===== config.mk =====
export PLATFORM = sky130hd
export DESIGN_NAME = proximity_afe_trim_regs
export DESIGN_NICKNAME = d
export VERILOG_FILES = /design/src/hdl/afe_trim_pkg.sv /design/src/hdl/cmp_link_if.sv /design/src/hdl/cmp_result_sync.sv /design/src/hdl/proximity_afe_trim_regs.sv
export SDC_FILE = /design/constraint.sdc
export NUM_CORES = 1
export LEC_CHECK = 0
export ABC_AREA = 1
export BUFFER_PORTS_ARGS = -buffer_cell sky130_fd_sc_hd__buf_2
export CAP_MARGIN = 20
export CORE_ASPECT_RATIO = 0.7
export CORE_UTILIZATION = 40
export CTS_CLUSTER_DIAMETER = 100
export CTS_CLUSTER_SIZE = 8
export DETAILED_ROUTE_END_ITERATION = 10
export GPL_TIMING_DRIVEN = 0
export PLACE_DENSITY = 0.7
export SKIP_CTS_REPAIR_TIMING = 1
export SLEW_MARGIN = 10
export SYNTH_ARGS = -nofsm -noshare
export SYNTH_HDL_FRONTEND = slang
export SYNTH_SLANG_ARGS = --single-unit

===== constraint.sdc =====
create_clock -name mclk -period 4.15 [get_ports mclk]
set_clock_uncertainty 0.15 [all_clocks]
set_input_delay 0.415 -clock mclk [delete_from_list [all_inputs] [get_ports mclk]]
set_output_delay 0.415 -clock mclk [all_outputs]
set_load 0.01 [all_outputs]

===== src/hdl/afe_trim_pkg.sv =====
// Constants, types and decode helpers for the front-end trim register bank.
// Assumes a byte-addressed Avalon-MM slave with 32-bit data words.
package afe_trim_pkg;
    localparam int ADDR_W = 5;
    localparam int DATA_W = 32;
    localparam int BE_W = 4;
    localparam int AMP_N = 2;
    localparam logic [ADDR_W-1:0] OFS_CFG = 5'h00;
    localparam logic [ADDR_W-1:0] OFS_DAC = 5'h04;
    localparam logic [ADDR_W-1:0] OFS_AMP0 = 5'h08;
    localparam logic [ADDR_W-1:0] OFS_AMP1 = 5'h0C;
    localparam logic [ADDR_W-1:0] OFS_CMP = 5'h10;
    localparam logic [ADDR_W-1:0] OFS_ENA = 5'h14;
    localparam int CFG_W = 6;
    localparam int HYS_LSB = 4;
    localparam int BIAS_LSB = 2;
    localparam int SPD1_BIT = 1;
    localparam int SPD0_BIT = 0;
    localparam int CAL_MODE_BIT = 7;
    localparam int CAL_REF_BIT = 6;
    localparam int AMP_TRIM_W = 6;
    localparam int CMP_OUT_BIT = 7;
    localparam int CMP_MODE_BIT = 6;
    localparam int CMP_REF_BIT = 5;
    localparam int CMP_TRIM_W = 5;
    localparam int CMP_CTL_W = 7;
    localparam logic [CFG_W-1:0] CFG_RST = 6'h00;
    localparam logic [7:0] DAC_RST = 8'h00;
    localparam logic [7:0] AMP_CAL_RST = 8'h20;
    localparam logic [CMP_CTL_W-1:0] CMP_CAL_RST = 7'h10;
    localparam logic RESP_OKAY_B = 1'b0;
    localparam logic [1:0] RESP_OKAY = 2'h0;
    localparam logic [1:0] RESP_DECERR = 2'h3;

    typedef enum logic [1:0] {
        BUS_IDLE = 2'b01,
        BUS_ACK = 2'b10
    } bus_state_t;

    function automatic logic [ADDR_W-1:0] amp_ofs(input int i);
        amp_ofs = (i == 0) ? OFS_AMP0 : OFS_AMP1;
    endfunction

    function automatic logic is_mapped(input logic [ADDR_W-1:0] a);
        is_mapped = (a == OFS_CFG) || (a == OFS_DAC) || (a == OFS_AMP0)
            || (a == OFS_AMP1) || (a == OFS_CMP) || (a == OFS_ENA);
    endfunction
endpackage


===== src/hdl/cmp_link_if.sv =====
// Carrier between the register bank and the comparator result stage.
// Assumes both ends sit on the same clock.
`timescale 1ns/1ns
`default_nettype none
interface cmp_link_if;
    logic enable;
    logic result;
    modport bank (output enable, input result);
    modport stage (input enable, output result);
endinterface
`default_nettype wire


===== src/hdl/cmp_result_sync.sv =====
// Comparator result stage: synchronises the analog comparator output.
// Assumes the raw comparator level is asynchronous to mclk.
`timescale 1ns/1ns
`default_nettype none
module cmp_result_sync
    import afe_trim_pkg::*;
(
    // Clock and reset
    input wire logic mclk,
    input wire logic rstn,
    // Analog side
    input wire logic cmp_raw,
    // Bank side
    cmp_link_if.stage link
);
    logic s1_q, s1_d;
    logic s2_q, s2_d;
    logic res_q, res_d;

    always_comb begin
        s1_d = cmp_raw;
        s2_d = s1_q;
        // Forced low while disabled, so a floating comparator never leaks through
        res_d = link.enable ? s2_q : 1'b0;
    end

    always_ff @(posedge mclk or negedge rstn) begin
        if (!rstn) begin
            s1_q <= 1'b0;
            s2_q <= 1'b0;
            res_q <= 1'b0;
        end else begin
            s1_q <= s1_d;
            s2_q <= s2_d;
            res_q <= res_d;
        end
    end

    assign link.result = res_q;
endmodule // cmp_result_sync
`default_nettype wire


===== src/hdl/proximity_afe_trim_regs.sv =====
// Trim and configuration register bank for the proximity front end.
// Assumes an Avalon-MM master on mclk and analog circuits on the outputs.
`timescale 1ns/1ns
`default_nettype none
module proximity_afe_trim_regs
    import afe_trim_pkg::*;
(
    // Clock and reset
    input wire logic mclk,
    input wire logic rstn,
    // Avalon-MM slave
    input wire logic [ADDR_W-1:0] address,
    input wire logic read,
    input wire logic write,
    input wire logic [DATA_W-1:0] writedata,
    input wire logic [BE_W-1:0] byteenable,
    output logic [DATA_W-1:0] readdata,
    output logic [1:0] response,
    output logic waitrequest,
    // Comparator
    input wire logic cmp_raw,
    output logic cmp_result,
    output logic cmp_dac_enable,
    output logic [1:0] cmp_hysteresis_sel,
    output logic [1:0] cmp_bias_sel,
    output logic cmp_cal_mode,
    output logic cmp_cal_ref_sel,
    output logic [CMP_TRIM_W-1:0] cmp_trim_code,
    // Reference DAC
    output logic [7:0] dac_code,
    // Amplifiers
    output logic amp_zero_speed_sel,
    output logic amp_one_speed_sel,
    output logic amp_zero_cal_mode,
    output logic amp_zero_cal_ref_sel,
    output logic [AMP_TRIM_W-1:0] amp_zero_trim_code,
    output logic amp_one_cal_mode,
    output logic amp_one_cal_ref_sel,
    output logic [AMP_TRIM_W-1:0] amp_one_trim_code
);
    bus_state_t state_q, state_d;
    logic wait_q, wait_d;
    logic [DATA_W-1:0] rdata_q, rdata_d;
    logic [1:0] resp_q, resp_d;
    logic [CFG_W-1:0] cfg_q, cfg_d;
    logic [7:0] dac_q, dac_d;
    logic [7:0] amp_q [AMP_N];
    logic [7:0] amp_d [AMP_N];
    logic [CMP_CTL_W-1:0] cmp_q, cmp_d;
    logic ena_q, ena_d;
    logic [7:0] rd_byte;
    logic wr_go;

    cmp_link_if u_link ();

    cmp_result_sync u_sync (
        .mclk(mclk),
        .rstn(rstn),
        .cmp_raw(cmp_raw),
        .link(u_link.stage)
    );

    assign u_link.enable = ena_q;

    // One wait cycle: the read word is captured on the taking edge,
    // so the mux never sits on the answer path of the bus.
    always_comb begin
        state_d = state_q;
        wait_d = 1'b1;
        rdata_d = rdata_q;
        resp_d = resp_q;
        cfg_d = cfg_q;
        dac_d = dac_q;
        amp_d = amp_q;
        cmp_d = cmp_q;
        ena_d = ena_q;
        wr_go = 1'b0;
        rd_byte = 8'h00;
        case (address)
            OFS_CFG: rd_byte = {2'b00, cfg_q};
            OFS_DAC: rd_byte = dac_q;
            OFS_AMP0: rd_byte = amp_q[0];
            OFS_AMP1: rd_byte = amp_q[1];
            OFS_CMP: rd_byte = {u_link.result, cmp_q};
            OFS_ENA: rd_byte = {7'h00, ena_q};
            default: rd_byte = 8'h00;
        endcase
        case (state_q)
            BUS_IDLE: begin
                if (read || write) begin
                    state_d = BUS_ACK;
                    wait_d = 1'b0;
                    rdata_d = read ? {24'h000000, rd_byte} : {DATA_W{1'b0}};
                    resp_d = is_mapped(address) ? RESP_OKAY : RESP_DECERR;
                end
            end
            BUS_ACK: begin
                state_d = BUS_IDLE;
                wr_go = write && byteenable[0];
                if (wr_go) begin
                    // Bits 7..6 dropped: they have no storage
                    if (address == OFS_CFG) begin
                        cfg_d = writedata[CFG_W-1:0];
                    end
                    if (address == OFS_DAC) begin
                        dac_d = writedata[7:0];
                    end
                    for (int i = 0; i < AMP_N; i++) begin
                        if (address == amp_ofs(i)) begin
                            amp_d[i] = writedata[7:0];
                        end
                    end
                    // Result bit is read-only; only 6..0 are stored
                    if (address == OFS_CMP) begin
                        cmp_d = writedata[CMP_CTL_W-1:0];
                    end
                    if (address == OFS_ENA) begin
                        ena_d = writedata[0];
                    end
                end
            end
            default: begin
                state_d = BUS_IDLE;
            end
        endcase
    end

    always_ff @(posedge mclk or negedge rstn) begin
        if (!rstn) begin
            state_q <= BUS_IDLE;
            wait_q <= 1'b1;
            rdata_q <= {DATA_W{1'b0}};
            resp_q <= RESP_OKAY;
            cfg_q <= CFG_RST;
            dac_q <= DAC_RST;
            amp_q[0] <= AMP_CAL_RST;
            amp_q[1] <= AMP_CAL_RST;
            cmp_q <= CMP_CAL_RST;
            ena_q <= 1'b0;
        end else begin
            state_q <= state_d;
            wait_q <= wait_d;
            rdata_q <= rdata_d;
            resp_q <= resp_d;
            cfg_q <= cfg_d;
            dac_q <= dac_d;
            amp_q <= amp_d;
            cmp_q <= cmp_d;
            ena_q <= ena_d;
        end
    end

    assign readdata = rdata_q;
    assign response = resp_q;
    assign waitrequest = wait_q;
    assign cmp_result = u_link.result;
    assign cmp_dac_enable = ena_q;
    assign cmp_hysteresis_sel = cfg_q[HYS_LSB+1:HYS_LSB];
    assign cmp_bias_sel = cfg_q[BIAS_LSB+1:BIAS_LSB];
    assign amp_one_speed_sel = cfg_q[SPD1_BIT];
    assign amp_zero_speed_sel = cfg_q[SPD0_BIT];
    assign dac_code = dac_q;
    assign amp_zero_cal_mode = amp_q[0][CAL_MODE_BIT];
    assign amp_zero_cal_ref_sel = amp_q[0][CAL_REF_BIT];
    assign amp_zero_trim_code = amp_q[0][AMP_TRIM_W-1:0];
    assign amp_one_cal_mode = amp_q[1][CAL_MODE_BIT];
    assign amp_one_cal_ref_sel = amp_q[1][CAL_REF_BIT];
    assign amp_one_trim_code = amp_q[1][AMP_TRIM_W-1:0];
    assign cmp_cal_mode = cmp_q[CMP_MODE_BIT];
    assign cmp_cal_ref_sel = cmp_q[CMP_REF_BIT];
    assign cmp_trim_code = cmp_q[CMP_TRIM_W-1:0];

    logic acc_wr, acc_rd;
    assign acc_wr = write && !waitrequest && byteenable[0];
    assign acc_rd = read && !waitrequest;
endmodule // proximity_afe_trim_regs
`default_nettype wire


==> reports/results.tsv <==
metric	value	unit
synth_top_area_share	45.89	%
maxCapViolCount	0	
gr-total-overflow	0	
grt_pass1_wl	11020	um
drtIter0Drc	182	
die_x	98.69	um
start_util	41.71	%
cp.arrival	1.87	ns
ant_nets	0	
hp-start	cmp_raw	
cts_buffers	5	
grt_pass1_vias	2079	
r2r_start	state_q[0]	
setup_slack	2.376	ns
holdPathEnd	u_sync.s1_q	
synth_top_cells_by_count	89 x nand2_1, 48 x dfrtp_1, 29 x o21ai_1	
critPathLaunchType	flip-flop	
fin_crit_sh	42.75	%
power_leakage	1.885	nW
dieArea	0.006876	mm^2
n_antenna_cell	0	
wl_per_cell	13.93	um
fin_hold_ws	0.07043	ns
hold_depth	1	
worst-r2r-setup-slack	2.38	ns
hp-class	in -> reg	
period_minus_slack	1.774	ns
worst-path-buf-inv	1	
cts-root-buf	clkbuf_8	
die_y	69.68	um
ioPinCount	120	
core_area	0.006276	mm^2
final_nets	444	
antenna_found_initial	0	
cts_tree	built	
synth.largest_area_cell	dfrtp_1	
final-hold-violation-count	0	
ys_types	22	
setup_tns	0	ns
clockBufferDepth	2	
crit_required	4.24	ns
crit_family	simple AND/OR/NAND/NOR gates	
synth_edf_count	0	
path_max_fanout	6	
dp_hpwl	4938	um
firstDrtPassIters	5	
cts.sinks	53	
outcome	completed	
endpoint_kind	flip-flop	
synth-seq-cells	53	
setup_viol	0	
track_usage	20.96	%
yosysWarnings	0	
drc	0	
syn_area	0.002618	mm^2
vias	2263	
nFillCells	622	
grt_setup_unrepaired	false	
worstSkewPairLatency	0.30	ns
cp_cell_sequence	inv_1, nor2_1, o21ai_0, nor2_1, nand2_1, o21bai_1, nand2_1	
path_clk_slew	0.09	ns
irDropWorstVdd	161.3	uV
slew_violations	0	
syn_to_final_growth	24.86	%
power_density	348.6	mW/mm^2
grt_max_degree	38	
cpMaxStageDelayCell	dfstp_2	
synth_ff_type	dfrtp_1	
layout-drive-gt1-share	34.59	%
syn_avg_cell_area	8.754	um^2
row_count	24	
power	0.001139	W
wirelength	6646	um
synth_cells	299	
gp_congestion	0.8641	
seq_area_frac_synth	50.91	%
yosysMostFrequentCell	nand2_1	
worst_r2r_path_depth	7	
pre_cts_ws	2.352	ns
r2r-end	readdata[2]	
async_flop_share	100.0	%
timing_worst_setup_path_type	reg -> reg	
synth_area_leaders	dfrtp_1 46%, nand2_1 13%, buf_4 7.7%	
io_buffers	67	
cpPeakStageDelay	0.52	ns
max_freq	0.5637	GHz
vias_per_cell	4.744	
htreeDepth	2	
per-stage QoR:
step | instances | utilization (%) | instance area, um^2
finish | 477 | 52.07 | 3268
global route | 477 | 52.07 | 3268
CTS | 476 | 51.91 | 3258
detailed placement | 468 | 50.30 | 3157
global placement | 467 | 49.98 | 3137
floorplan | 322 | - | 2704
worst register-to-register path, stage by stage, from the launching register on:
cell and delay [ns]:
dfstp_2 0.52, inv_1 0.05, nor2_1 0.11, o21ai_0 0.18, nor2_1 0.18, nand2_1 0.19
o21bai_1 0.25, nand2_1 0.08
routing by layer:
metal / vias to the layer above / track usage (%) / part of all wire, %
met1: 1028 / 32.07 / 48
met4: 0 / 3.483 / 0.59
met5: - / 0 / 0
li1: 1130 / - / -
met2: 101 / 29.81 / 43
met3: 4 / 5.746 / 8.9
how the worst max path moves through the flow:
stage                    start                   to  slack [ns]  cells past startpoint
floorplan           address[4]  amp_one_cal_ref_sel        2.67                      8
global placement    address[1]          readdata[2]        2.36                      8
detailed placement  address[1]  amp_one_cal_ref_sel        2.35                      8
CTS                 state_q[0]          readdata[2]        2.40                      7
global route        state_q[0]          readdata[2]        2.29                      7
finish              state_q[0]          readdata[2]        2.38                      7
flip-flops by register name, indices dropped and copies added, names as in the netlist, 2 cells and up:
| name | count |
|---|---|
| dac_code | 8 |
| cmp_q | 7 |
| amp_zero_trim_code | 6 |
| readdata | 8 |
| cfg_q | 6 |
| state_q | 2 |
| amp_one_trim_code | 6 |
area by class of cell:
class / instances / area (um^2) / area share (%)
Clock inverter: 1 / 5.005 / 0.1531
Clock buffer: 7 / 96.34 / 2.948
Sequential cell: 53 / 1333 / 40.77
Inverter: 23 / 88.84 / 2.718
Multi-Input combinational cell: 211 / 1016 / 31.09
Tap cell: 78 / 97.59 / 2.986
Timing Repair Buffer: 69 / 365.4 / 11.18
Buffer: 35 / 266.5 / 8.155
cell families (layout without fill, tap and decap cells):
logic type / count (synthesis) / in the layout / share of synthesized area, %
flip-flops: 53 / 53 / 50.91
AND/OR/NAND/NOR: 140 / 140 / 24.76
other: 1 / 24 / 0.1433
buffers and inverters: 58 / 135 / 13.58
AO/OA/AOI/OAI: 47 / 47 / 10.61
power breakdown:
| part | total [W] | switching [W] | internal [W] |
|---|---|---|---|
| clock network | 0.000318 | 0.000167 | 0.000151 |
| registers | 0.000600 | 0.0000305 | 0.000570 |
| logic | 0.000221 | 0.000134 | 0.0000872 |
cells in the final DEF (no fill, tap or decap), types with 6 or more instances in the layout:
cell type and instances:
conb_1 24, buf_4 27, clkbuf_8 7, buf_2 70, dfrtp_1 48, nor2_4 6
nand2_1 89, nand3_1 23, inv_1 21, nand4_1 11, o21ai_2 8, o21ai_1 29
Note: power is estimated with default switching activity, not from simulation.
